File: config.mk
export PLATFORM = sky130hd
export DESIGN_NAME = pfccfg_top
export DESIGN_NICKNAME = d
export VERILOG_FILES = /design/src/verilog/pfccfg_sync.v /design/src/verilog/pfccfg_regs.v /design/src/verilog/pfccfg_top.v
export VERILOG_INCLUDE_DIRS = /design/src /design/src/verilog
export SDC_FILE = /design/constraint.sdc
export NUM_CORES = 1
export LEC_CHECK = 0
export BUFFER_PORTS_ARGS = -buffer_cell sky130_fd_sc_hd__buf_2
export CAP_MARGIN = 15
export CORE_ASPECT_RATIO = 1.25
export CORE_UTILIZATION = 30
export DETAILED_ROUTE_END_ITERATION = 7
export GPL_ROUTABILITY_DRIVEN = 0
export GPL_TIMING_DRIVEN = 0
export PLACE_DENSITY = 0.52
export SYNTH_ARGS = -nofsm -noshare
export SYNTH_HDL_FRONTEND = slang
export SYNTH_SLANG_ARGS = --single-unit
File: constraint.sdc
create_clock -name clk_i -period 5.5 [get_ports clk_i]
set_input_delay 0.55 -clock clk_i [delete_from_list [all_inputs] [get_ports clk_i]]
set_output_delay 0.55 -clock clk_i [all_outputs]
set_load 0.01 [all_outputs]
File: src/verilog/pfccfg_consts.vh
// Constants for the configuration register bank and fault response block.
// Assumes inclusion by bare name from the design files under verilog/.
`ifndef PFCCFG_CONSTS_VH
`define PFCCFG_CONSTS_VH

// Byte offsets of the register map (low byte first in each pair).
`define PFCCFG_HL_TARGET_LO   8'h01
`define PFCCFG_HL_TARGET_HI   8'h02
`define PFCCFG_LL_TARGET_LO   8'h03
`define PFCCFG_LL_TARGET_HI   8'h04
`define PFCCFG_LINE_THRESH    8'h05
`define PFCCFG_LOAD_ONE_LO    8'h06
`define PFCCFG_LOAD_ONE_HI    8'h07
`define PFCCFG_LOAD_TWO_LO    8'h08
`define PFCCFG_LOAD_TWO_HI    8'h09
`define PFCCFG_BURST_EXIT     8'h0A
`define PFCCFG_LOAD_HYST_LO   8'h0C
`define PFCCFG_LOAD_HYST_HI   8'h0D
`define PFCCFG_HL_LVL1_LO     8'h0E
`define PFCCFG_HL_LVL2_LO     8'h0F

// Writable masks for the upper byte of each pair and for the burst byte.
`define PFCCFG_MASK_10_HI     8'h03
`define PFCCFG_MASK_14_HI     8'h3F
`define PFCCFG_MASK_5         8'h1F

// Reset values.
`define PFCCFG_RST_TARGET     10'h31E
`define PFCCFG_RST_LINE       8'h71
`define PFCCFG_RST_LOAD_ONE   14'h03FC
`define PFCCFG_RST_LOAD_TWO   14'h0064
`define PFCCFG_RST_BURST      5'h17
`define PFCCFG_RST_HYST       14'h00F5
`define PFCCFG_RST_LVL_LO     8'h1E

// Restart timer length in milliseconds and cycles at 25 MHz.
`define PFCCFG_TIMER_MS       10
`define PFCCFG_CLK_KHZ        25000
`define PFCCFG_TIMER_CYC      (`PFCCFG_TIMER_MS * `PFCCFG_CLK_KHZ)

`endif

File: src/verilog/pfccfg_sync.v
// Three-stage synchroniser with agreement filter for asynchronous inputs.
// Assumes a single clock clk_i and a synchronous active-high reset.
`timescale 1ns/10ps
`default_nettype none

module pfccfg_sync #(
  parameter W = 1                  // Number of bits synchronised.
) (
  input  wire         clk_i,       // System clock.
  input  wire         rst_i,       // Synchronous reset, active high.
  input  wire [W-1:0] async_i,     // Asynchronous inputs.
  output reg  [W-1:0] sync_o       // Filtered, synchronised inputs.
);

  reg [W-1:0] s1_reg;              // First stage, read only by second.
  reg [W-1:0] s2_reg;              // Second stage.
  reg [W-1:0] s3_reg;              // Third stage.
  integer     i;                   // Bit loop index.

  // Shift inputs through three stages; output follows once two agree.
  always @(posedge clk_i) begin
    if (rst_i) begin
      s1_reg <= {W{1'b0}};
      s2_reg <= {W{1'b0}};
      s3_reg <= {W{1'b0}};
      sync_o <= {W{1'b0}};
    end else begin
      s1_reg <= async_i;
      s2_reg <= s1_reg;
      s3_reg <= s2_reg;
      for (i = 0; i < W; i = i + 1) begin
        if (s2_reg[i] == s3_reg[i]) begin
          sync_o[i] <= s3_reg[i];
        end
      end
    end
  end

endmodule // pfccfg_sync

`default_nettype wire

File: src/verilog/pfccfg_regs.v
// Byte-wide configuration storage with masked writes and registered reads.
// Assumes a simple write strobe and read strobe from the top block.
`timescale 1ns/10ps
`default_nettype none
`include "pfccfg_consts.vh"

module pfccfg_regs (
  input  wire        clk_i,        // System clock.
  input  wire        rst_i,        // Synchronous reset, active high.
  input  wire [7:0]  addr_i,       // Register byte offset.
  input  wire        wr_i,         // Write strobe, one cycle.
  input  wire [7:0]  wdata_i,      // Write data.
  input  wire        rd_i,         // Read strobe, one cycle.
  output reg  [7:0]  rdata_o,      // Registered read data.
  output reg  [9:0]  hl_target_o,  // High-line output target.
  output reg  [9:0]  ll_target_o,  // Low-line output target.
  output reg  [7:0]  line_thr_o,   // Line level threshold.
  output reg  [13:0] load_one_o,   // Auto target load level one.
  output reg  [13:0] load_two_o,   // Auto target load level two.
  output reg  [4:0]  burst_o,      // Burst exit threshold.
  output reg  [13:0] hyst_o,       // Auto target load hysteresis.
  output reg  [7:0]  lvl1_lo_o,    // High-line level one low byte.
  output reg  [7:0]  lvl2_lo_o     // High-line level two low byte.
);

  // Registered writes; read-only upper bits are never stored.
  always @(posedge clk_i) begin
    if (rst_i) begin
      hl_target_o <= `PFCCFG_RST_TARGET;
      ll_target_o <= `PFCCFG_RST_TARGET;
      line_thr_o  <= `PFCCFG_RST_LINE;
      load_one_o  <= `PFCCFG_RST_LOAD_ONE;
      load_two_o  <= `PFCCFG_RST_LOAD_TWO;
      burst_o     <= `PFCCFG_RST_BURST;
      hyst_o      <= `PFCCFG_RST_HYST;
      lvl1_lo_o   <= `PFCCFG_RST_LVL_LO;
      lvl2_lo_o   <= `PFCCFG_RST_LVL_LO;
    end else if (wr_i) begin
      case (addr_i)
        `PFCCFG_HL_TARGET_LO: hl_target_o[7:0] <= wdata_i;
        `PFCCFG_HL_TARGET_HI: hl_target_o[9:8] <= wdata_i[1:0];
        `PFCCFG_LL_TARGET_LO: ll_target_o[7:0] <= wdata_i;
        `PFCCFG_LL_TARGET_HI: ll_target_o[9:8] <= wdata_i[1:0];
        `PFCCFG_LINE_THRESH:  line_thr_o <= wdata_i;
        `PFCCFG_LOAD_ONE_LO:  load_one_o[7:0] <= wdata_i;
        `PFCCFG_LOAD_ONE_HI:  load_one_o[13:8] <= wdata_i[5:0];
        `PFCCFG_LOAD_TWO_LO:  load_two_o[7:0] <= wdata_i;
        `PFCCFG_LOAD_TWO_HI:  load_two_o[13:8] <= wdata_i[5:0];
        `PFCCFG_BURST_EXIT:   burst_o <= wdata_i[4:0];
        `PFCCFG_LOAD_HYST_LO: hyst_o[7:0] <= wdata_i;
        `PFCCFG_LOAD_HYST_HI: hyst_o[13:8] <= wdata_i[5:0];
        `PFCCFG_HL_LVL1_LO:   lvl1_lo_o <= wdata_i;
        `PFCCFG_HL_LVL2_LO:   lvl2_lo_o <= wdata_i;
        default: begin
          // Unmapped offsets ignore writes.
        end
      endcase
    end
  end

  // Registered read mux; read-only bits and unmapped offsets give zero.
  always @(posedge clk_i) begin
    if (rst_i) begin
      rdata_o <= 8'h00;
    end else if (rd_i) begin
      case (addr_i)
        `PFCCFG_HL_TARGET_LO: rdata_o <= hl_target_o[7:0];
        `PFCCFG_HL_TARGET_HI: rdata_o <= {6'h00, hl_target_o[9:8]};
        `PFCCFG_LL_TARGET_LO: rdata_o <= ll_target_o[7:0];
        `PFCCFG_LL_TARGET_HI: rdata_o <= {6'h00, ll_target_o[9:8]};
        `PFCCFG_LINE_THRESH:  rdata_o <= line_thr_o;
        `PFCCFG_LOAD_ONE_LO:  rdata_o <= load_one_o[7:0];
        `PFCCFG_LOAD_ONE_HI:  rdata_o <= {2'h0, load_one_o[13:8]};
        `PFCCFG_LOAD_TWO_LO:  rdata_o <= load_two_o[7:0];
        `PFCCFG_LOAD_TWO_HI:  rdata_o <= {2'h0, load_two_o[13:8]};
        `PFCCFG_BURST_EXIT:   rdata_o <= {3'h0, burst_o};
        `PFCCFG_LOAD_HYST_LO: rdata_o <= hyst_o[7:0];
        `PFCCFG_LOAD_HYST_HI: rdata_o <= {2'h0, hyst_o[13:8]};
        `PFCCFG_HL_LVL1_LO:   rdata_o <= lvl1_lo_o;
        `PFCCFG_HL_LVL2_LO:   rdata_o <= lvl2_lo_o;
        default:              rdata_o <= 8'h00;
      endcase
    end
  end

endmodule // pfccfg_regs

`default_nettype wire

File: src/verilog/pfccfg_top.v
// Configuration register bank and fault response logic of the controller.
// Assumes a byte register port driven by an I2C command decoder, and fault
// comparator outputs arriving asynchronously as active-high levels.
//
// Contract
// 10-bit high-line target, default 0x31E.
// 10-bit low-line target, same split, default.
// 8-bit line threshold, default 0x71.
// 14-bit load level one, default 0x3FC.
// 14-bit load level two, default 0x064.
// 5-bit burst exit threshold, default 0x17.
// 14-bit load hysteresis, default 0x0F5.
// High-line level one low byte, 0x1E.
// High-line level two low byte, 0x1E.
// Supply UV disables; short also limits source.
// Shutdown threshold shuts system, latched off.
// Latch clears only at supply reset threshold.
// Startup failure stops system until timer.
// Overtemp disables; brown-out suspends system switching.
// PF current limit: restart or latch, PF.
// PF overvoltage suspends power-factor stage only.
// PF open loop stops system, auto recovers.
// PF or resonant undervoltage suspends half-bridge.
// HB current regulation stops HB until timer.
// HB current protection shuts HB until timer.
// Capacitive mode raises half-bridge switching frequency.
// Read-only upper bits read zero, ignore writes.
`timescale 1ns/10ps
`default_nettype none
`include "pfccfg_consts.vh"

module pfccfg_top #(
  parameter TIMER_CYC = `PFCCFG_TIMER_CYC  // Restart timer length.
) (
  input  wire        clk_i,            // System clock, 25 MHz.
  input  wire        rst_i,            // Synchronous reset, active high.
  input  wire [7:0]  reg_addr_i,       // Register byte offset.
  input  wire        reg_wr_i,         // Register write strobe.
  input  wire [7:0]  reg_wdata_i,      // Register write data.
  input  wire        reg_rd_i,         // Register read strobe.
  output wire [7:0]  reg_rdata_o,      // Read data, valid cycle after rd.
  input  wire        pf_latch_mode_i,  // PF current limit: 1 latch, 0 restart.
  input  wire        supply_undervoltage_i,       // Supply UV level.
  input  wire        supply_short_circuit_i,      // Supply short level.
  input  wire        supply_reset_threshold_i,    // Supply below reset.
  input  wire        shutdown_latch_threshold_i,  // Shutdown sense trip.
  input  wire        startup_failure_threshold_i, // Startup failure trip.
  input  wire        over_temperature_i,          // Over-temperature.
  input  wire        brown_out_i,                 // Line brown-out.
  input  wire        power_factor_current_limit_i,      // PF current limit.
  input  wire        power_factor_overvoltage_i,        // PF overvoltage.
  input  wire        power_factor_open_loop_i,          // PF open loop.
  input  wire        power_factor_output_undervoltage_i, // PF output UV.
  input  wire        resonant_undervoltage_i,           // Resonant stage UV.
  input  wire        half_bridge_current_regulation_i,  // HB current reg.
  input  wire        half_bridge_current_protection_i,  // HB current prot.
  input  wire        capacitive_mode_regulation_i,      // Capacitive mode.
  output reg         system_enable_o,       // Whole system allowed to run.
  output reg         limit_source_o,        // Limit startup source current.
  output reg         pf_enable_o,           // Power-factor stage switching.
  output reg         hb_enable_o,           // Half-bridge stage switching.
  output reg         hb_freq_raise_o,       // Raise half-bridge frequency.
  output reg         shutdown_latched_o,    // Latched-off state.
  output reg         pf_latched_o,          // PF current-limit latch-off.
  output reg         sys_timer_active_o,    // System restart timer running.
  output reg         hb_timer_active_o,     // HB restart timer running.
  output wire [9:0]  hl_target_o,           // High-line output target.
  output wire [9:0]  ll_target_o,           // Low-line output target.
  output wire [7:0]  line_thr_o,            // Line level threshold.
  output wire [13:0] load_one_o,            // Load level one.
  output wire [13:0] load_two_o,            // Load level two.
  output wire [4:0]  burst_o,               // Burst exit threshold.
  output wire [13:0] hyst_o,                // Load hysteresis.
  output wire [7:0]  lvl1_lo_o,             // Level one low byte.
  output wire [7:0]  lvl2_lo_o              // Level two low byte.
);

  localparam NF = 15;                 // Number of fault inputs.
  localparam [31:0] TMAX = TIMER_CYC; // Timer length at counter width.

  wire [NF-1:0] f_raw;                // Raw fault levels.
  wire [NF-1:0] f;                    // Synchronised fault levels.
  reg  [31:0]   sys_cnt_reg;          // System restart timer count.
  reg  [31:0]   hb_cnt_reg;           // Half-bridge restart timer count.
  reg  [31:0]   pf_cnt_reg;           // PF restart timer count.
  reg           pf_timer_reg;         // PF restart timer running.

  // Gather fault levels into one vector for synchronising.
  assign f_raw = {capacitive_mode_regulation_i,
                  half_bridge_current_protection_i,
                  half_bridge_current_regulation_i,
                  resonant_undervoltage_i,
                  power_factor_output_undervoltage_i,
                  power_factor_open_loop_i,
                  power_factor_overvoltage_i,
                  power_factor_current_limit_i,
                  brown_out_i,
                  over_temperature_i,
                  startup_failure_threshold_i,
                  shutdown_latch_threshold_i,
                  supply_reset_threshold_i,
                  supply_short_circuit_i,
                  supply_undervoltage_i};

  // Named views of the synchronised faults.
  wire s_uv   = f[0];                 // Supply undervoltage.
  wire s_sc   = f[1];                 // Supply short circuit.
  wire s_rst  = f[2];                 // Supply below reset threshold.
  wire s_lat  = f[3];                 // Shutdown latch threshold.
  wire s_sfp  = f[4];                 // Startup failure.
  wire s_otp  = f[5];                 // Over-temperature.
  wire s_bo   = f[6];                 // Brown-out.
  wire p_ocp  = f[7];                 // PF current limit.
  wire p_ovp  = f[8];                 // PF overvoltage.
  wire p_olp  = f[9];                 // PF open loop.
  wire p_uvp  = f[10];                // PF output undervoltage.
  wire h_uvp  = f[11];                // Resonant undervoltage.
  wire h_ocr  = f[12];                // HB current regulation.
  wire h_ocp  = f[13];                // HB current protection.
  wire h_cmr  = f[14];                // Capacitive mode.

  // Pin-side faults pass three flops with agreement filter.
  pfccfg_sync #(
    .W       (NF)
  ) i_pfccfg_sync (
    .clk_i   (clk_i),
    .rst_i   (rst_i),
    .async_i (f_raw),
    .sync_o  (f)
  );

  // Configuration storage reached through the byte register port.
  pfccfg_regs i_pfccfg_regs (
    .clk_i       (clk_i),
    .rst_i       (rst_i),
    .addr_i      (reg_addr_i),
    .wr_i        (reg_wr_i),
    .wdata_i     (reg_wdata_i),
    .rd_i        (reg_rd_i),
    .rdata_o     (reg_rdata_o),
    .hl_target_o (hl_target_o),
    .ll_target_o (ll_target_o),
    .line_thr_o  (line_thr_o),
    .load_one_o  (load_one_o),
    .load_two_o  (load_two_o),
    .burst_o     (burst_o),
    .hyst_o      (hyst_o),
    .lvl1_lo_o   (lvl1_lo_o),
    .lvl2_lo_o   (lvl2_lo_o)
  );

  // Shutdown latch: sets on trip, clears only at supply reset; set wins.
  always @(posedge clk_i) begin
    if (rst_i) begin
      shutdown_latched_o <= 1'b0;
    end else if (s_lat) begin
      shutdown_latched_o <= 1'b1;
    end else if (s_rst) begin
      shutdown_latched_o <= 1'b0;
    end
  end

  // System restart timer: startup failure and open loop stop the system
  // for one timer period, then it restarts on its own.
  always @(posedge clk_i) begin
    if (rst_i) begin
      sys_timer_active_o <= 1'b0;
      sys_cnt_reg        <= 32'h00000000;
    end else if (s_sfp || p_olp) begin
      sys_timer_active_o <= 1'b1;
      sys_cnt_reg        <= 32'h00000000;
    end else if (sys_timer_active_o) begin
      if (sys_cnt_reg >= TMAX - 32'h00000001) begin
        sys_timer_active_o <= 1'b0;
      end else begin
        sys_cnt_reg <= sys_cnt_reg + 32'h00000001;
      end
    end
  end

  // Half-bridge restart timer for current regulation and protection.
  always @(posedge clk_i) begin
    if (rst_i) begin
      hb_timer_active_o <= 1'b0;
      hb_cnt_reg        <= 32'h00000000;
    end else if (h_ocr || h_ocp) begin
      hb_timer_active_o <= 1'b1;
      hb_cnt_reg        <= 32'h00000000;
    end else if (hb_timer_active_o) begin
      if (hb_cnt_reg >= TMAX - 32'h00000001) begin
        hb_timer_active_o <= 1'b0;
      end else begin
        hb_cnt_reg <= hb_cnt_reg + 32'h00000001;
      end
    end
  end

  // PF current limit: latch-off mode holds until supply reset; restart
  // mode holds the PF stage off for one timer period.
  always @(posedge clk_i) begin
    if (rst_i) begin
      pf_latched_o <= 1'b0;
      pf_timer_reg <= 1'b0;
      pf_cnt_reg   <= 32'h00000000;
    end else begin
      if (p_ocp && pf_latch_mode_i) begin
        pf_latched_o <= 1'b1;
      end else if (s_rst) begin
        pf_latched_o <= 1'b0;
      end
      if (p_ocp && !pf_latch_mode_i) begin
        pf_timer_reg <= 1'b1;
        pf_cnt_reg   <= 32'h00000000;
      end else if (pf_timer_reg) begin
        if (pf_cnt_reg >= TMAX - 32'h00000001) begin
          pf_timer_reg <= 1'b0;
        end else begin
          pf_cnt_reg <= pf_cnt_reg + 32'h00000001;
        end
      end
    end
  end

  // Combine fault states into registered stage enables.
  always @(posedge clk_i) begin
    if (rst_i) begin
      system_enable_o <= 1'b0;
      limit_source_o  <= 1'b0;
      pf_enable_o     <= 1'b0;
      hb_enable_o     <= 1'b0;
      hb_freq_raise_o <= 1'b0;
    end else begin
      system_enable_o <= !(s_uv || s_sc || s_otp || s_bo
                           || s_lat || shutdown_latched_o
                           || s_sfp || sys_timer_active_o
                           || p_olp);
      limit_source_o  <= s_sc;
      pf_enable_o     <= !(p_ovp || p_ocp || pf_latched_o
                           || pf_timer_reg);
      hb_enable_o     <= !(p_uvp || h_uvp
                           || h_ocr || h_ocp || hb_timer_active_o);
      hb_freq_raise_o <= h_cmr;
    end
  end

endmodule // pfccfg_top

`default_nettype wire

After elaboration in Yosys (flattened, before gate mapping). Index checks and enable logic that the tools add are counted. W data, S select, Z words.

Add/sub/neg operators: 3. $mul: 0. Divide/modulo/power cells: 0. Order comparisons: 3. Equal/unequal tests: 29. Shifts and indexed selects: 0. Muxes and demuxes: 13. Bitwise operators: 3. Reductions and logical operators: 45.

Operators by type and width (number): $pmux W8 S14 (1); $add A32 B1 Y32 const B (3); $ge A32 B18 Y1 const B (3); $eq A8 B4 Y1 const B (7); $reduce_and A2 Y1 (17); $eq A8 B3 Y1 const B (4); $logic_or A1 B1 Y1 (17); $eq A8 B2 Y1 const B (2); $eq A1 B1 Y1 (15); $mux W1 (12); $eq A8 B1 Y1 const B (1); $reduce_or A2 Y1 (3); $logic_not A1 Y1 (4); $reduce_bool A2 Y1 (2); $not A1 Y1 (3); $logic_and A1 B1 Y1 (2).

Bits in registers: 265. Latch bits: 0. RAM bits: 0. Memory bits (read-only): 0. Bits of input ports: 36. Output and inout bits: 108. Logic and storage cells: 142. Memories kept: 0.

Longest topological paths before layout. Gate-level depths: netlist of the first run.

Depth in word-level cells: 9. Depth in mapped cells: 8. Mapped depth without buffers: 6.

Modules after synthesis. A second synthesis of the first run with hierarchy kept.

Cell total of the unflattened synthesis: 1151. Area total of the unflattened synthesis: 10521.3 um2.

By module, submodules not included: pfccfg_regs (instances 1, cells an instance 540, area each 4621.9 um2, seq. area each 1981.9 um2); pfccfg_top (instances 1, cells an instance 455, area each 4180.3 um2, seq. area each 2122.0 um2); pfccfg_sync (instances 1, cells an instance 156, area each 1719.1 um2, seq. area each 1201.2 um2).

Worst setup path after synthesis of the first run. No wires, ideal clock.

Path type: input to register. From: in reg_addr_i[5]. To: reg i_pfccfg_regs.rdata_o[3]. Arrival: 2.119 ns. Data required time: 5.414 ns. Slack: 3.295 ns. Stages: 6. Cell sequence: or4_1 -> buf_2 -> nor3_4 -> a221oi_2 -> or3_1 -> a221oi_2.

Cells in the longest elaborated chain, start to end: 2.

RTL lines: start, declared (RTL line pfccfg_top.v:37) `input wire [7:0] reg_addr_i,`; $eq A8 B4 Y1 (tied with other cells) (RTL line pfccfg_regs.v:66) `case (addr_i)`; $pmux W8 S14 (*) (RTL line pfccfg_regs.v:66); end signal, assigned (RTL line pfccfg_regs.v:67) `` `PFCCFG_HL_TARGET_LO: rdata_o <= hl_target_o[7:0]; ``; end signal, assigned (RTL line pfccfg_regs.v:68) `` `PFCCFG_HL_TARGET_HI: rdata_o <= {6'h00, hl_target_o[9:8]}; ``; end signal, assigned (RTL line pfccfg_regs.v:69) `` `PFCCFG_LL_TARGET_LO: rdata_o <= ll_target_o[7:0]; ``; end, declared (RTL line pfccfg_regs.v:14) `output reg [7:0] rdata_o,`.

Every way passes the cells marked *; elsewhere a longest branch is shown, timed or not. A chain may end at the register's enable or synchronous reset.

Worst setup path after layout of the first run.
From: in reg_addr_i[1]. To: reg i_pfccfg_regs.rdata_o[0].

The elaborated chain is that of the path after synthesis.

==> impl_results.html, run 1 <==
<table>
<tr><th>Metric</th><th>Value</th></tr>
<tr><th colspan="2">Run status</th></tr>
<tr><td>Result of the run</td><td>completed</td></tr>
<tr><th colspan="2">Setup path</th></tr>
<tr><td>Required time of the critical path</td><td>5900 ps</td></tr>
<tr><td>Worst-path maximum fanout</td><td>10</td></tr>
<tr><td>CP max-delay cell</td><td>sky130_fd_sc_hd__clkbuf_1</td></tr>
<tr><td>Critical path launch point type</td><td>input port</td></tr>
<tr><td>Data arrival time at the worst-slack endpoint</td><td>2950 ps</td></tr>
<tr><td>Critical Path End Type</td><td>flop</td></tr>
<tr><td>Worst stage delay on the critical path</td><td>580 ps</td></tr>
<tr><td>Worst-path cell chain</td><td>buf_2 -&gt; clkbuf_1 -&gt; clkbuf_1 -&gt; clkbuf_1 -&gt; o221ai_1 -&gt; o21ai_0 -&gt; a41oi_1</td></tr>
<tr><td>Critical path class</td><td>input port to flop</td></tr>
<tr><td>Cell mode on critical path</td><td>sky130_fd_sc_hd__clkbuf_1</td></tr>
<tr><th colspan="2">Global routing</th></tr>
<tr><td>Number of antenna violations at the first check in global routing</td><td>2</td></tr>
<tr><td>Global-route wire length before repair</td><td>53,320 um</td></tr>
<tr><td>Overflow left after global routing</td><td>0</td></tr>
<tr><td>Number of global-route vias before repair</td><td>9,053</td></tr>
<tr><td>Largest net degree at the start of global routing</td><td>16</td></tr>
<tr><td>Global-route usage over all layers</td><td>19.49%</td></tr>
<tr><th colspan="2">Placed design</th></tr>
<tr><td>Port Buffer Count</td><td>140</td></tr>
<tr><td>DP HPWL</td><td>25,650 um</td></tr>
<tr><td>Worst Setup Slack post-DPL</td><td>2415 ps</td></tr>
<tr><td>Standard cell area after detailed placement</td><td>11,730 sq um</td></tr>
<tr><th colspan="2">Die</th></tr>
<tr><td>Die outline width</td><td>168.9 um</td></tr>
<tr><td>Vertical extent of the die</td><td>210.6 um</td></tr>
<tr><td>Die ar.</td><td>35,580 sq um</td></tr>
<tr><td>Effective utilization at floorplan</td><td>30.35%</td></tr>
<tr><td>Std-Cell Core Area</td><td>34,420 sq um</td></tr>
<tr><td>Cell Rows</td><td>76</td></tr>
<tr><td>Number of primary I/O pins</td><td>144</td></tr>
<tr><th colspan="2">Clocking</th></tr>
<tr><td>Clk sinks</td><td>265</td></tr>
<tr><td>Clock Root Buffer</td><td>sky130_fd_sc_hd__clkbuf_16</td></tr>
<tr><td>CTS buffer count</td><td>28</td></tr>
<tr><td>Resized cells post-CTS</td><td>0</td></tr>
<tr><td>Insertion delay of the later-clocked pin in the worst-skew pair</td><td>550 ps</td></tr>
<tr><td>CTS tree</td><td>built</td></tr>
<tr><td>Maximum number of buffers from clock root to sink</td><td>3</td></tr>
<tr><td>Clk pin slew, worst setup/hold paths</td><td>70 ps</td></tr>
<tr><td>Post-CTS Setup Repair Bufs</td><td>0</td></tr>
<tr><td>Deepest level of the CTS H-tree</td><td>1</td></tr>
<tr><td>Cts-stage hold buffer count</td><td>0</td></tr>
<tr><th colspan="2">Synth</th></tr>
<tr><td>Number of library cell types mapped by synthesis</td><td>65</td></tr>
<tr><td>Avg Cell Area, Syn</td><td>8.868 sq um</td></tr>
<tr><td>Leading register cell type out of synthesis</td><td>sky130_fd_sc_hd__dfxtp_1</td></tr>
<tr><td>Sequential cell area fraction in the yosys report</td><td>50.78%</td></tr>
<tr><td>Post-synthesis register bit count</td><td>265</td></tr>
<tr><td>Ys async rst share</td><td>0%</td></tr>
<tr><td>Leading cell types by total area after synthesis</td><td>sky130_fd_sc_hd__dfxtp_1 (51%), sky130_fd_sc_hd__nand2_1 (6.3%), sky130_fd_sc_hd__a21oi_1 (4.6%), sky130_fd_sc_hd__o21ai_0 (3.6%), sky130_fd_sc_hd__mux2i_1 (3.5%)</td></tr>
<tr><td>Post-synthesis instance area</td><td>10,450 sq um</td></tr>
<tr><td>Area leader, netlist</td><td>sky130_fd_sc_hd__dfxtp_1</td></tr>
<tr><td>Gate count of the mapped netlist</td><td>1,178</td></tr>
<tr><td>Total nets after synthesis</td><td>1,217</td></tr>
<tr><td>Number of flops mapped to enable cells by yosys</td><td>0</td></tr>
<tr><td>YS warnings</td><td>0</td></tr>
<tr><td>Area share of the largest cell type after synthesis</td><td>50.78%</td></tr>
<tr><th colspan="2">Job</th></tr>
<tr><td>Total of max-cap violations</td><td>0</td></tr>
<tr><th colspan="2">Routing</th></tr>
<tr><td>WL per Instance</td><td>19.00 um</td></tr>
<tr><td>Ratio of routed vias to standard cells</td><td>5.106</td></tr>
<tr><td>Total number of vias</td><td>9,384</td></tr>
<tr><td>Antenna Violating Nets Remaining</td><td>0</td></tr>
<tr><td>Initial DRC Count</td><td>569</td></tr>
<tr><td>Routed WL</td><td>34,930 um</td></tr>
<tr><td>Iteration count of the initial detailed-routing pass</td><td>5</td></tr>
<tr><td>Number of remaining DRC errors</td><td>0</td></tr>
<tr><th colspan="2">Cells and area</th></tr>
<tr><td>Net count, final</td><td>1,387</td></tr>
<tr><td>Post-route cell area</td><td>12,750 sq um</td></tr>
<tr><td>Layout cell share with drive strength beyond 1</td><td>15.78%</td></tr>
<tr><td>Layout area overhead</td><td>22.06%</td></tr>
<tr><th colspan="2">STA</th></tr>
<tr><td>Final Critical Period</td><td>2552 ps</td></tr>
<tr><td>Final total negative setup slack</td><td>0 ps</td></tr>
<tr><td>RSZ-0062 raised after global routing</td><td>no</td></tr>
<tr><td>Final setup fails</td><td>0</td></tr>
<tr><td>Relative slew margins</td><td>32.35%</td></tr>
<tr><td>Smallest setup slack after layout</td><td>2948 ps</td></tr>
<tr><td>Final count of hold timing violations</td><td>0</td></tr>
<tr><td>Worst-margin pin slew</td><td>1015 ps</td></tr>
<tr><td>FMAX</td><td>391.9 MHz</td></tr>
<tr><td>Share of the cycle needed by the critical path after routing</td><td>46.40%</td></tr>
<tr><td>Setup skew after layout</td><td>17.01 ps</td></tr>
<tr><td>Number of pins with negative max-slew slack in the final report</td><td>0</td></tr>
<tr><th colspan="2">Power</th></tr>
<tr><td>Power per standard cell area</td><td>327.6 nW/um^2</td></tr>
<tr><td>Static leakage</td><td>4.844 nW</td></tr>
<tr><td>Worst vdd ir</td><td>204.3 uV</td></tr>
<tr><th colspan="2">Min path</th></tr>
<tr><td>Hold Path Class</td><td>input port to flop</td></tr>
</table>
[power by group]
part | switching (W) | internal (W)
sequential | 0.00000672 | 0.00194
combinational | 0.000125 | 0.0000455
clock | 0.000808 | 0.00126
total | 0.000940 | 0.00324
[cells in the mapped netlist (all sizes together), types with 13 or more instances]
master and n:
dfxtp 265, nand2 174, a21oi 95, o21ai 76
clkbuf 58, nor2 58, nor2b 52, nand3 49
and2 41, mux2i 37, and3 29, or3 26
nand4 18, nor4 18, inv 15, o31ai 13
[path summary, 6_finish.rpt]
check / from / endpoint / slack (ps) / cells after the start
worst max-delay path: reg_addr_i[1] / i_pfccfg_regs.rdata_o[0] / 2950 / 7
worst min register to register: i_pfccfg_sync.s1_reg[11] / i_pfccfg_sync.s2_reg[11] / 430 / 1
worst min-delay path: shutdown_latch_threshold_i / i_pfccfg_sync.s1_reg[3] / 220 / 2
worst max register to register: pf_cnt_reg[25] / pf_cnt_reg[16] / 3180 / 7
[per-stage QoR]
stage          cells  utilization [%]  power, W  hold slack, ps
6_report        1838            37.04  0.004177           219.9
5_1_grt         1837            37.03  0.004297           229.5
4_1_cts         1837            37.03  0.004216           204.0
3_5_place_dp    1786            34.08  0.002154           422.3
3_3_place_gp    1786            34.08  0.002155           416.2
2_1_floorplan   1178                -  0.002073           412.2
[area by class of cell]
type | count | area [sq um]
Inverter | 16 | 60.06
Clock inverter | 16 | 227.7
Fill cell | 3608 | 21670
Timing Repair Buffer | 140 | 700.7
Sequential cell | 265 | 5305
Tap cell | 468 | 585.6
Buffer | 68 | 259.0
Multi-Input combinational cell | 829 | 4822
Clock buffer | 35 | 788.3
Antenna cell | 1 | 2.502
[layer usage]
metal | GRT usage, % | part of all wire (%)
met5 | 0 | 0
met1 | 22.56 | 39
met2 | 33.24 | 47
met3 | 3.579 | 7.3
met4 | 12.04 | 6.6
[kinds of logic after synthesis]
family / after synthesis / synth area share, %
compound gates: 262 / 15.48
fa+ha+maj: 3 / 0.3594
xor+xnor: 7 / 0.5869
flops: 265 / 50.78
buf+inv: 84 / 3.054
simple gates: 513 / 25.22
mux: 44 / 4.515
[cell usage in the layout, fill, tap and decap left out, drive strengths merged, types with 10 or more instances in the layout]
| master | n |
|---|---|
| dfxtp | 265 |
| nand2 | 174 |
| buf | 150 |
| a21oi | 95 |
| clkbuf | 93 |
| o21ai | 76 |
| nor2 | 58 |
| nor2b | 52 |
| nand3 | 49 |
| and2 | 41 |
| mux2i | 37 |
| and3 | 29 |
| or3 | 26 |
| nand4 | 18 |
| nor4 | 18 |
| inv | 17 |
| o31ai | 13 |
| nor3 | 12 |
| or4 | 10 |
[critical path, delay by kind of cell]
kind,cells,cell delay (ps)
AOI/OAI and AO/OA,3,620
buffers and inverters,4,1760
Note: power is estimated with default switching activity, not from simulation.
==> inputs of run 2 (changes only) <==
--- a/config.mk
+++ b/config.mk
@@ -6,6 +6,7 @@
 export SDC_FILE = /design/constraint.sdc
 export NUM_CORES = 1
 export LEC_CHECK = 0
+export ABC_AREA = 1
 export BUFFER_PORTS_ARGS = -buffer_cell sky130_fd_sc_hd__buf_2
 export CAP_MARGIN = 15
 export CORE_ASPECT_RATIO = 1.25
==> constraint.sdc (replaced) <==
create_clock -name clk_i -period 2.5 [get_ports clk_i]
set_input_delay 0.25 -clock clk_i [delete_from_list [all_inputs] [get_ports clk_i]]
set_output_delay 0.25 -clock clk_i [all_outputs]
set_load 0.01 [all_outputs]
==> run 2 against run 1 <==
  * Synthesized area grew 8.9%
  * Critical path depth grew 3
  * Largest power group is now registers
  * Combinational power grew 110%
  * Sequential share of layout area shrank 3.2 points
  * First-iteration DRC count grew 7.7%
  * Critical endpoint is now sys_cnt_reg[6]
  * Clock-buffer cell count shrank 3
  * Clock skew shrank 6.6 ps
  * Global-route usage shrank 1.7 points
  * Final area grew 8.4%
  * Largest cell class unchanged
  * Routed wire length shrank 1.1%
  * Flip-flop and latch count is the same
==> impl_results.html, run 2 <==
<table>
<tr><th>Metric</th><th>Value</th></tr>
<tr><th colspan="2">Run status</th></tr>
<tr><td>Result of the run</td><td>completed (unchanged)</td></tr>
<tr><th colspan="2">Global routing</th></tr>
<tr><td>Busiest layer in global routing</td><td>met2 (unchanged)</td></tr>
<tr><td>Largest net degree at the start of global routing</td><td>16 (unchanged)</td></tr>
<tr><td>Number of antenna violations at the first check in global routing</td><td>1 (was 2)</td></tr>
<tr><td>Fraction of met3 tracks used by global routing</td><td>3.347% (was 3.579%)</td></tr>
<tr><td>Number of global-route vias before repair</td><td>9,786 (was 9,053)</td></tr>
<tr><td>Global-route usage over all layers</td><td>17.84% (was 19.49%)</td></tr>
<tr><td>Met2 Resource Use GR</td><td>30.81% (was 33.24%)</td></tr>
<tr><td>Global-route wire length before repair</td><td>53,800 um (was 53,320 um)</td></tr>
<tr><td>Met1 capacity usage during global routing</td><td>21.08% (was 22.56%)</td></tr>
<tr><td>Overflow left after global routing</td><td>0 (unchanged)</td></tr>
<tr><th colspan="2">Power</th></tr>
<tr><td>Worst vdd ir</td><td>507.5 uV (was 204.3 uV)</td></tr>
<tr><td>Internal</td><td>0.006762 W (was 0.003237 W)</td></tr>
<tr><td>Switching power share of the total</td><td>23.42% (was 22.51%)</td></tr>
<tr><td>Gate power share</td><td>4.0% (was 4.1%)</td></tr>
<tr><td>Clock power frac</td><td>47.6% (was 49.4%)</td></tr>
<tr><td>Power per standard cell area</td><td>638.5 nW/um^2 (was 327.6 nW/um^2)</td></tr>
<tr><td>Sequential cell fraction of total power</td><td>48.4% (was 46.5%)</td></tr>
<tr><td>Static leakage</td><td>5.904 nW (was 4.844 nW)</td></tr>
<tr><td>Reported net switching power</td><td>0.002068 W (was 0.0009401 W)</td></tr>
<tr><td>Total power draw</td><td>0.008829 W (was 0.004177 W)</td></tr>
<tr><th colspan="2">Synth</th></tr>
<tr><td>Area share of the largest cell type after synthesis</td><td>46.61% (was 50.78%)</td></tr>
<tr><td>Adder and majority cell fraction of the synthesized area</td><td>0.3298% (was 0.3593%)</td></tr>
<tr><td>List of most frequent post-synthesis cells</td><td>sky130_fd_sc_hd__nand2_1 (283), sky130_fd_sc_hd__dfxtp_1 (265), sky130_fd_sc_hd__inv_1 (210), sky130_fd_sc_hd__nor2_1 (193), sky130_fd_sc_hd__nand3_1 (115) (was sky130_fd_sc_hd__dfxtp_1 (265), sky130_fd_sc_hd__nand2_1 (174), sky130_fd_sc_hd__a21oi_1 (95), sky130_fd_sc_hd__o21ai_0 (76), sky130_fd_sc_hd__clkbuf_1 (58))</td></tr>
<tr><td>Avg Cell Area, Syn</td><td>7.492 sq um (was 8.868 sq um)</td></tr>
<tr><td>Total nets after synthesis</td><td>1,558 (was 1,217)</td></tr>
<tr><td>Leading cell types by total area after synthesis</td><td>sky130_fd_sc_hd__dfxtp_1 (47%), sky130_fd_sc_hd__nand2_1 (9.3%), sky130_fd_sc_hd__inv_1 (6.9%), sky130_fd_sc_hd__nor2_1 (6.4%), sky130_fd_sc_hd__nand3_1 (5.1%) (was sky130_fd_sc_hd__dfxtp_1 (51%), sky130_fd_sc_hd__nand2_1 (6.3%), sky130_fd_sc_hd__a21oi_1 (4.6%), sky130_fd_sc_hd__o21ai_0 (3.6%), sky130_fd_sc_hd__mux2i_1 (3.5%))</td></tr>
<tr><td>Portion of netlist area occupied by mux cells</td><td>0% (was 4.516%)</td></tr>
<tr><td>Combinational family with the most area after synthesis</td><td>simple AND/OR/NAND/NOR gates (unchanged)</td></tr>
<tr><td>Area leader, netlist</td><td>sky130_fd_sc_hd__dfxtp_1 (unchanged)</td></tr>
<tr><td>Compound-cell area share of the yosys netlist</td><td>12.17% (was 15.47%)</td></tr>
<tr><td>Cell with the most instances after synthesis</td><td>sky130_fd_sc_hd__nand2_1 (was sky130_fd_sc_hd__dfxtp_1)</td></tr>
<tr><td>Gate count of the mapped netlist</td><td>1,519 (was 1,178)</td></tr>
<tr><td>Post-synthesis instance area</td><td>11,380 sq um (was 10,450 sq um)</td></tr>
<tr><td>Post-synthesis simple-gate area fraction</td><td>28.22% (was 25.22%)</td></tr>
<tr><td>Number of library cell types mapped by synthesis</td><td>42 (was 65)</td></tr>
<tr><td>Number of flops mapped to enable cells by yosys</td><td>0 (unchanged)</td></tr>
<tr><td>Leading register cell type out of synthesis</td><td>sky130_fd_sc_hd__dfxtp_1 (unchanged)</td></tr>
<tr><td>Ys async rst share</td><td>0% (unchanged)</td></tr>
<tr><td>Post-Synth XOR/XNOR Area</td><td>2.232% (was 0.5869%)</td></tr>
<tr><td>Sequential cell area fraction in the yosys report</td><td>46.61% (was 50.78%)</td></tr>
<tr><td>Post-synthesis register bit count</td><td>265 (unchanged)</td></tr>
<tr><td>YS warnings</td><td>0 (unchanged)</td></tr>
<tr><th colspan="2">Clocking</th></tr>
<tr><td>Resized cells post-CTS</td><td>0 (unchanged)</td></tr>
<tr><td>Deepest level of the CTS H-tree</td><td>1 (unchanged)</td></tr>
<tr><td>CTS buffer count</td><td>28 (unchanged)</td></tr>
<tr><td>Maximum number of buffers from clock root to sink</td><td>3 (unchanged)</td></tr>
<tr><td>Post-CTS Setup Repair Bufs</td><td>0 (unchanged)</td></tr>
<tr><td>Clk pin slew, worst setup/hold paths</td><td>70 ps (about the same)</td></tr>
<tr><td>Cts-stage hold buffer count</td><td>19 (was 0)</td></tr>
<tr><td>CTS tree</td><td>built (unchanged)</td></tr>
<tr><td>Insertion delay of the later-clocked pin in the worst-skew pair</td><td>550 ps (about the same)</td></tr>
<tr><td>Clock Root Buffer</td><td>sky130_fd_sc_hd__clkbuf_16 (unchanged)</td></tr>
<tr><td>Clk sinks</td><td>265 (unchanged)</td></tr>
<tr><th colspan="2">Cells and area</th></tr>
<tr><td>Layout cell share with drive strength beyond 1</td><td>17.68% (was 15.78%)</td></tr>
<tr><td>Leading cell types in the layout, fill and taps excluded</td><td>sky130_fd_sc_hd__nand2_1 (283), sky130_fd_sc_hd__dfxtp_1 (265), sky130_fd_sc_hd__inv_1 (210), sky130_fd_sc_hd__nor2_1 (193), sky130_fd_sc_hd__buf_2 (152) (was sky130_fd_sc_hd__dfxtp_1 (265), sky130_fd_sc_hd__nand2_1 (174), sky130_fd_sc_hd__buf_2 (143), sky130_fd_sc_hd__a21oi_1 (95), sky130_fd_sc_hd__o21ai_0 (76))</td></tr>
<tr><td>Net count, final</td><td>1,748 (was 1,387)</td></tr>
<tr><td>FILL cells</td><td>3,923 (was 3,608)</td></tr>
<tr><td>Most common cell after layout, fill and taps aside</td><td>sky130_fd_sc_hd__nand2_1 (was sky130_fd_sc_hd__dfxtp_1)</td></tr>
<tr><td>Layout area overhead</td><td>21.50% (was 22.06%)</td></tr>
<tr><th colspan="2">STA</th></tr>
<tr><td>Smallest setup slack after layout</td><td>682.2 ps (was 2948 ps)</td></tr>
<tr><td>Final total negative setup slack</td><td>0 ps (unchanged)</td></tr>
<tr><td>Final setup fails</td><td>0 (unchanged)</td></tr>
<tr><td>Setup skew after layout</td><td>10.40 ps (was 17.01 ps)</td></tr>
<tr><td>RSZ-0062 raised after global routing</td><td>no (unchanged)</td></tr>
<tr><td>Worst-margin pin slew</td><td>764.0 ps (was 1015 ps)</td></tr>
<tr><td>Share of the cycle needed by the critical path after routing</td><td>72.71%</td></tr>
<tr><td>Number of pins with negative max-slew slack in the final report</td><td>0 (unchanged)</td></tr>
<tr><td>Final count of hold timing violations</td><td>0 (unchanged)</td></tr>
<tr><td>Final Critical Period</td><td>1818 ps</td></tr>
<tr><td>FMAX</td><td>550.1 MHz</td></tr>
<tr><td>Relative slew margins</td><td>49.07% (was 32.35%)</td></tr>
<tr><th colspan="2">Setup path</th></tr>
<tr><td>Critical path class</td><td>flop to flop (was input port to flop)</td></tr>
<tr><td>Critical Path End Type</td><td>flop (unchanged)</td></tr>
<tr><td>Number of cells on the worst reg-to-reg path</td><td>10 (was 7)</td></tr>
<tr><td>Worst-path maximum fanout</td><td>10 (unchanged)</td></tr>
<tr><td>Required time of the critical path</td><td>2980 ps (was 5900 ps)</td></tr>
<tr><td>Data arrival time at the worst-slack endpoint</td><td>2300 ps (was 2950 ps)</td></tr>
<tr><td>Worst R2R Setup Slack</td><td>680 ps (was 3180 ps)</td></tr>
<tr><td>Critical path launch point type</td><td>flop (was input port)</td></tr>
<tr><th colspan="2">Routing</th></tr>
<tr><td>Ratio of routed vias to standard cells</td><td>4.654 (was 5.106)</td></tr>
<tr><td>Antenna Violating Nets Remaining</td><td>0 (unchanged)</td></tr>
<tr><td>Total number of vias</td><td>10,320 (was 9,384)</td></tr>
<tr><td>Number of remaining DRC errors</td><td>0 (unchanged)</td></tr>
<tr><td>Routed WL</td><td>34,540 um (was 34,930 um)</td></tr>
<tr><td>WL per Instance</td><td>15.57 um (was 19.00 um)</td></tr>
<tr><td>Initial DRC Count</td><td>613 (was 569)</td></tr>
<tr><td>Iteration count of the initial detailed-routing pass</td><td>5 (unchanged)</td></tr>
<tr><th colspan="2">Min path</th></tr>
<tr><td>Hold Path Class</td><td>input port to flop (unchanged)</td></tr>
<tr><td>Worst hold stages</td><td>3 (was 2)</td></tr>
<tr><th colspan="2">Placed design</th></tr>
<tr><td>Port Buffer Count</td><td>141 (was 140)</td></tr>
<tr><td>Worst Setup Slack post-DPL</td><td>513.6 ps (was 2415 ps)</td></tr>
<tr><td>DP HPWL</td><td>26,240 um (was 25,650 um)</td></tr>
<tr><th colspan="2">Die</th></tr>
<tr><td>Die outline width</td><td>176.2 um (was 168.9 um)</td></tr>
<tr><td>Cell Rows</td><td>79 (was 76)</td></tr>
<tr><td>Effective utilization at floorplan</td><td>30.54% (was 30.35%)</td></tr>
<tr><td>Number of primary I/O pins</td><td>144 (unchanged)</td></tr>
<tr><td>Std-Cell Core Area</td><td>37,260 sq um (was 34,420 sq um)</td></tr>
<tr><td>Vertical extent of the die</td><td>219.8 um (was 210.6 um)</td></tr>
<tr><td>Die ar.</td><td>38,720 sq um (was 35,580 sq um)</td></tr>
<tr><th colspan="2">Job</th></tr>
<tr><td>Total of max-cap violations</td><td>0 (unchanged)</td></tr>
</table>
run 2: changes by cell type in the layout (fill, tap and decap cells not counted), sizes merged, moves of 29 or more:
cell	previous run	this run
inv	17	223
nor2	58	210
nand2	174	311
nand3	49	122
nor2b	52	0
and2	41	0
clkbuf	93	55
o211ai	7	45
mux2i	37	0
and3	29	0
run 2: routing by layer:
metal	wire length [um]	share of wire [%]	vias to the layer above
li1	-	-	5253
met4	1497	4.3	0
met1	14440	42	4722
met5	0	0	-
met3	2119	6.1	74
met2	16490	48	274
run 2: final cells by class:
class / instances / area, sq um / share of cell area, %
sequential: 265 / 5305 / 38.36
multi-input combinational: 975 / 4888 / 35.35
timing repair buffer: 160 / 895.9 / 6.478
inverter: 223 / 839.6 / 6.071
clock buffer: 32 / 757.0 / 5.474
tap: 486 / 608.1 / 4.397
buffer: 56 / 347.8 / 2.515
clock inverter: 20 / 183.9 / 1.330
antenna: 1 / 2.502 / 0.01810
run 2: stage by stage:
stage               utilization, %  instance area (sq um)  hold slack (ps)  instances
floorplan                        -                  11380            357.0       1519
global placement             34.07                  12690            389.8       2146
detailed placement           34.07                  12690            395.0       2146
CTS                          37.10                  13830           0.8777       2217
global route                 37.11                  13830            26.55       2218
finish                       37.11                  13830            26.41       2218
run 2: critical path, stage by stage, from the launching register on:
cell and delay (ps):
sky130_fd_sc_hd__dfxtp_1 490, sky130_fd_sc_hd__ha_1 250, sky130_fd_sc_hd__nand3_1 190, sky130_fd_sc_hd__nor2_1 130, sky130_fd_sc_hd__nand2_1 70, sky130_fd_sc_hd__nand2_2 90, sky130_fd_sc_hd__nand2_4 90, sky130_fd_sc_hd__nand3_4 100
sky130_fd_sc_hd__buf_6 160, sky130_fd_sc_hd__nand2_1 60, sky130_fd_sc_hd__a21oi_1 120
run 2: worst paths after layout:
path                                                     to               startpoint
worst min register to register      i_pfccfg_sync.s2_reg[1]  i_pfccfg_sync.s1_reg[1]
worst max register to register               sys_cnt_reg[6]           sys_cnt_reg[0]
worst min-delay path            i_pfccfg_regs.line_thr_o[2]           reg_wdata_i[2]
worst max-delay path                         sys_cnt_reg[6]           sys_cnt_reg[0]
run 2: kinds of logic (layout without fill, tap and decap cells):
group,after synthesis,count (layout)
AO/OA/AOI/OAI,233,233
XOR/XNOR,29,29
adder cells (fa/ha/maj),3,3
buffers and inverters,279,491
flip-flops,265,265
other,0,1
AND/OR/NAND/NOR,710,710
run 2: power by group through the flow:
stage	clock network, W	registers, W	logic [W]
finish	0.00420	0.00428	0.000354
global route	0.00449	0.00428	0.000387
CTS	0.00433	0.00428	0.000359
detailed placement	0	0.00437	0.000334
global placement	0	0.00437	0.000331
floorplan	0	0.00437	0.000179
==> inputs of run 3 (changes only) <==
==> constraint.sdc (replaced) <==
create_clock -name clk_i -period 1.8 [get_ports clk_i]
set_input_delay 0.18 -clock clk_i [delete_from_list [all_inputs] [get_ports clk_i]]
set_output_delay 0.18 -clock clk_i [all_outputs]
set_load 0.01 [all_outputs]
==> run 3 against run 2 <==
  * Clock-buffer cell count stayed put
  * Largest cell class unchanged
  * First-iteration DRC count up 14%
  * Sequential share of layout area fell by 0.19 points
  * Clock power up 39%
  * Hold slack improved by 24 ps
  * Combinational power is 41% higher
  * Via count rose by 0.15%
  * Register-to-register slack got worse by 530 ps
  * Setup slack got worse by 530 ps
  * Fmax grew 10%
==> impl_results.html, run 3 (synthesized netlist as in run 2, its figures left out) <==
<table>
<tr><th>Metric</th><th>Value</th></tr>
<tr><th colspan="2">STA</th></tr>
<tr><td>RSZ-0062 raised after global routing</td><td>yes (was no)</td></tr>
<tr><td>Share of the cycle needed by the critical path after routing</td><td>91.69% (was 72.71%)</td></tr>
<tr><td>Final count of hold timing violations</td><td>0 (unchanged)</td></tr>
<tr><td>Setup skew after layout</td><td>9.542 ps (was 10.40 ps)</td></tr>
<tr><td>Final setup fails</td><td>0 (unchanged)</td></tr>
<tr><td>Relative slew margins</td><td>49.24% (was 49.07%)</td></tr>
<tr><td>Final total negative setup slack</td><td>0 ps (unchanged)</td></tr>
<tr><td>Worst-margin pin slew</td><td>761.4 ps (was 764.0 ps)</td></tr>
<tr><td>FMAX</td><td>605.9 MHz (was 550.1 MHz)</td></tr>
<tr><td>Smallest setup slack after layout</td><td>149.6 ps (was 682.2 ps)</td></tr>
<tr><td>Number of pins with negative max-slew slack in the final report</td><td>0 (unchanged)</td></tr>
<tr><td>Final Critical Period</td><td>1650 ps (was 1818 ps)</td></tr>
<tr><th colspan="2">Cells and area</th></tr>
<tr><td>Most common cell after layout, fill and taps aside</td><td>sky130_fd_sc_hd__nand2_1 (unchanged)</td></tr>
<tr><td>Leading cell types in the layout, fill and taps excluded</td><td>sky130_fd_sc_hd__nand2_1 (283), sky130_fd_sc_hd__dfxtp_1 (261), sky130_fd_sc_hd__inv_1 (210), sky130_fd_sc_hd__nor2_1 (191), sky130_fd_sc_hd__buf_2 (152) (was sky130_fd_sc_hd__nand2_1 (283), sky130_fd_sc_hd__dfxtp_1 (265), sky130_fd_sc_hd__inv_1 (210), sky130_fd_sc_hd__nor2_1 (193), sky130_fd_sc_hd__buf_2 (152))</td></tr>
<tr><td>Layout cell share with drive strength beyond 1</td><td>18.32% (was 17.68%)</td></tr>
<tr><td>Net count, final</td><td>1,753 (was 1,748)</td></tr>
<tr><td>Layout area overhead</td><td>22.27% (was 21.50%)</td></tr>
<tr><th colspan="2">Clocking</th></tr>
<tr><td>CTS buffer count</td><td>28 (unchanged)</td></tr>
<tr><td>Clk sinks</td><td>265 (unchanged)</td></tr>
<tr><td>Post-CTS Setup Repair Bufs</td><td>0 (unchanged)</td></tr>
<tr><td>CTS tree</td><td>built (unchanged)</td></tr>
<tr><td>Clock Root Buffer</td><td>sky130_fd_sc_hd__clkbuf_16 (unchanged)</td></tr>
<tr><td>Maximum number of buffers from clock root to sink</td><td>3 (unchanged)</td></tr>
<tr><td>Insertion delay of the later-clocked pin in the worst-skew pair</td><td>550 ps (about the same)</td></tr>
<tr><td>Clk pin slew, worst setup/hold paths</td><td>70 ps (about the same)</td></tr>
<tr><td>Deepest level of the CTS H-tree</td><td>1 (unchanged)</td></tr>
<tr><th colspan="2">Global routing</th></tr>
<tr><td>Overflow left after global routing</td><td>0 (unchanged)</td></tr>
<tr><td>Number of antenna violations at the first check in global routing</td><td>1 (unchanged)</td></tr>
<tr><td>Largest net degree at the start of global routing</td><td>16 (unchanged)</td></tr>
<tr><td>Global-route wire length before repair</td><td>53,840 um (was 53,800 um)</td></tr>
<tr><td>Global-route usage over all layers</td><td>17.85% (was 17.84%)</td></tr>
<tr><td>Number of global-route vias before repair</td><td>9,799 (was 9,786)</td></tr>
<tr><th colspan="2">Die</th></tr>
<tr><td>Number of primary I/O pins</td><td>144 (unchanged)</td></tr>
<tr><td>Effective utilization at floorplan</td><td>30.54% (unchanged)</td></tr>
<tr><td>Die outline width</td><td>176.2 um (unchanged)</td></tr>
<tr><td>Die ar.</td><td>38,720 sq um (unchanged)</td></tr>
<tr><td>Vertical extent of the die</td><td>219.8 um (unchanged)</td></tr>
<tr><td>Cell Rows</td><td>79 (unchanged)</td></tr>
<tr><td>Std-Cell Core Area</td><td>37,260 sq um (unchanged)</td></tr>
<tr><th colspan="2">Power</th></tr>
<tr><td>Reported net switching power</td><td>0.002873 W (was 0.002068 W)</td></tr>
<tr><td>Sequential cell fraction of total power</td><td>48.4% (about the same)</td></tr>
<tr><td>Power per standard cell area</td><td>881.7 nW/um^2 (was 638.5 nW/um^2)</td></tr>
<tr><td>Static leakage</td><td>5.921 nW (was 5.904 nW)</td></tr>
<tr><td>Clock power frac</td><td>47.5% (was 47.6%)</td></tr>
<tr><td>Internal</td><td>0.009397 W (was 0.006762 W)</td></tr>
<tr><td>Worst vdd ir</td><td>704.9 uV (was 507.5 uV)</td></tr>
<tr><td>Switching power share of the total</td><td>23.41% (was 23.42%)</td></tr>
<tr><td>Gate power share</td><td>4.1% (was 4.0%)</td></tr>
<tr><th colspan="2">Setup path</th></tr>
<tr><td>Critical Path End Type</td><td>flop (unchanged)</td></tr>
<tr><td>Worst stage delay on the critical path</td><td>350 ps (was 490 ps)</td></tr>
<tr><td>Data arrival time at the worst-slack endpoint</td><td>2120 ps (was 2300 ps)</td></tr>
<tr><td>Critical path class</td><td>flop to flop (unchanged)</td></tr>
<tr><td>Worst path buffer plus inverter count</td><td>2 (was 1)</td></tr>
<tr><td>Cell mode on critical path</td><td>sky130_fd_sc_hd__nand2_1 (unchanged)</td></tr>
<tr><td>CP top delay family</td><td>simple AND/OR/NAND/NOR gates (unchanged)</td></tr>
<tr><td>Required time of the critical path</td><td>2270 ps (was 2980 ps)</td></tr>
<tr><td>Worst-path cell chain</td><td>ha_2 -&gt; nand3_2 -&gt; nand2_1 -&gt; nand2_1 -&gt; nand2_1 -&gt; nand2_2 -&gt; nand2_4 -&gt; inv_4 -&gt; nand2_4 -&gt; buf_12 -&gt; nand2_2 -&gt; a21oi_2 (was ha_1 -&gt; nand3_1 -&gt; nor2_1 -&gt; nand2_1 -&gt; nand2_2 -&gt; nand2_4 -&gt; nand3_4 -&gt; buf_6 -&gt; nand2_1 -&gt; a21oi_1)</td></tr>
<tr><td>Worst-path maximum fanout</td><td>10 (unchanged)</td></tr>
<tr><td>CP max-delay cell</td><td>sky130_fd_sc_hd__dfxtp_2 (was sky130_fd_sc_hd__dfxtp_1)</td></tr>
<tr><td>Critical path launch point type</td><td>flop (unchanged)</td></tr>
<tr><th colspan="2">Routing</th></tr>
<tr><td>Total number of vias</td><td>10,340 (was 10,320)</td></tr>
<tr><td>Number of remaining DRC errors</td><td>0 (unchanged)</td></tr>
<tr><td>Ratio of routed vias to standard cells</td><td>4.650 (was 4.654)</td></tr>
<tr><td>Initial DRC Count</td><td>697 (was 613)</td></tr>
<tr><td>WL per Instance</td><td>15.57 um (about the same)</td></tr>
<tr><td>Iteration count of the initial detailed-routing pass</td><td>5 (unchanged)</td></tr>
<tr><td>Routed WL</td><td>34,600 um (was 34,540 um)</td></tr>
<tr><td>Antenna Violating Nets Remaining</td><td>0 (unchanged)</td></tr>
<tr><th colspan="2">Placed design</th></tr>
<tr><td>Worst Setup Slack post-DPL</td><td>-116.4 ps (was 513.6 ps)</td></tr>
<tr><td>Port Buffer Count</td><td>141 (unchanged)</td></tr>
<tr><td>DP HPWL</td><td>26,240 um (unchanged)</td></tr>
<tr><th colspan="2">Run status</th></tr>
<tr><td>Result of the run</td><td>completed (unchanged)</td></tr>
<tr><th colspan="2">Min path</th></tr>
<tr><td>Hold Path Class</td><td>input port to flop (unchanged)</td></tr>
<tr><th colspan="2">Job</th></tr>
<tr><td>Total of max-cap violations</td><td>0 (unchanged)</td></tr>
</table>
[run 3: cell count changes in the layout (fill, tap and decap cells not counted), moves of 2 or more]
cell                            delta
sky130_fd_sc_hd__dlygate4sd3_1     +5
sky130_fd_sc_hd__dfxtp_1           -4
sky130_fd_sc_hd__dfxtp_2           +3
sky130_fd_sc_hd__ha_1              -2
sky130_fd_sc_hd__ha_2              +2
sky130_fd_sc_hd__nor2_1            -2
sky130_fd_sc_hd__nor2_2            +2
[run 3: worst min-delay path: stages]
cell and delay (ps):
sky130_fd_sc_hd__buf_2 150, sky130_fd_sc_hd__nor3_1 110, sky130_fd_sc_hd__o21ai_0 80, sky130_fd_sc_hd__nor2_1 40
[run 3: timing repair]
action	in CTS	in global routing
hold buffers	24	0
endpoints found under the hold margin	40	0
gates resized for setup	1	12
endpoints found under the setup margin	5	32
[run 3: path summary, 6_finish.rpt]
path              cells past startpoint                  endpoint                      from  slack, ps
setup / recovery                     12             hb_cnt_reg[6]             hb_cnt_reg[0]        150
hold / removal                        4             hb_cnt_reg[1]                     rst_i         50
setup reg to reg                     12             hb_cnt_reg[6]             hb_cnt_reg[0]        150
hold reg to reg                       2  i_pfccfg_sync.s2_reg[10]  i_pfccfg_sync.s1_reg[10]        400
[run 3: power by group through the flow]
stage / registers, W / logic, W / clock network, W
floorplan: 0.00607 / 0.000248 / 0
global placement: 0.00607 / 0.000460 / 0
detailed placement: 0.00607 / 0.000463 / 0
CTS: 0.00594 / 0.000507 / 0.00602
global route: 0.00594 / 0.000546 / 0.00624
finish: 0.00594 / 0.000500 / 0.00583
[run 3: final cells by class]
class | instances | area [sq um]
plain buffers | 56 | 347.8
clock inverters | 20 | 183.9
inverters | 223 | 839.6
clock buffers | 32 | 757.0
multi-input cells | 975 | 4918
repair buffers | 165 | 945.9
well taps | 486 | 608.1
diodes | 1 | 2.502
flip-flops and latches | 265 | 5313
fillers | 3916 | 23350
[run 3: metal layers]
metal  global-route usage (%)  up-vias  wire length (um)
li1                         -     5258                 -
met1                    21.07     4735             14420
met2                    30.88      270             16620
met3                    3.347       75              2081
met4                    8.667        0              1478
met5                        0        -                 0
[run 3: stage by stage]
stage / instances / hold WS (ps) / instance area, sq um / utilization (%) / total power [W]
after floorplan: 1519 / 287.0 / 11380 / - / 0.006319
after global placement: 2146 / 381.8 / 12690 / 34.07 / 0.006531
after detailed placement: 2146 / 391.5 / 12690 / 34.07 / 0.006535
after CTS: 2222 / 43.01 / 13880 / 37.24 / 0.01246
after global routing: 2223 / 66.91 / 13920 / 37.34 / 0.01272
final: 2223 / 49.99 / 13920 / 37.34 / 0.01227
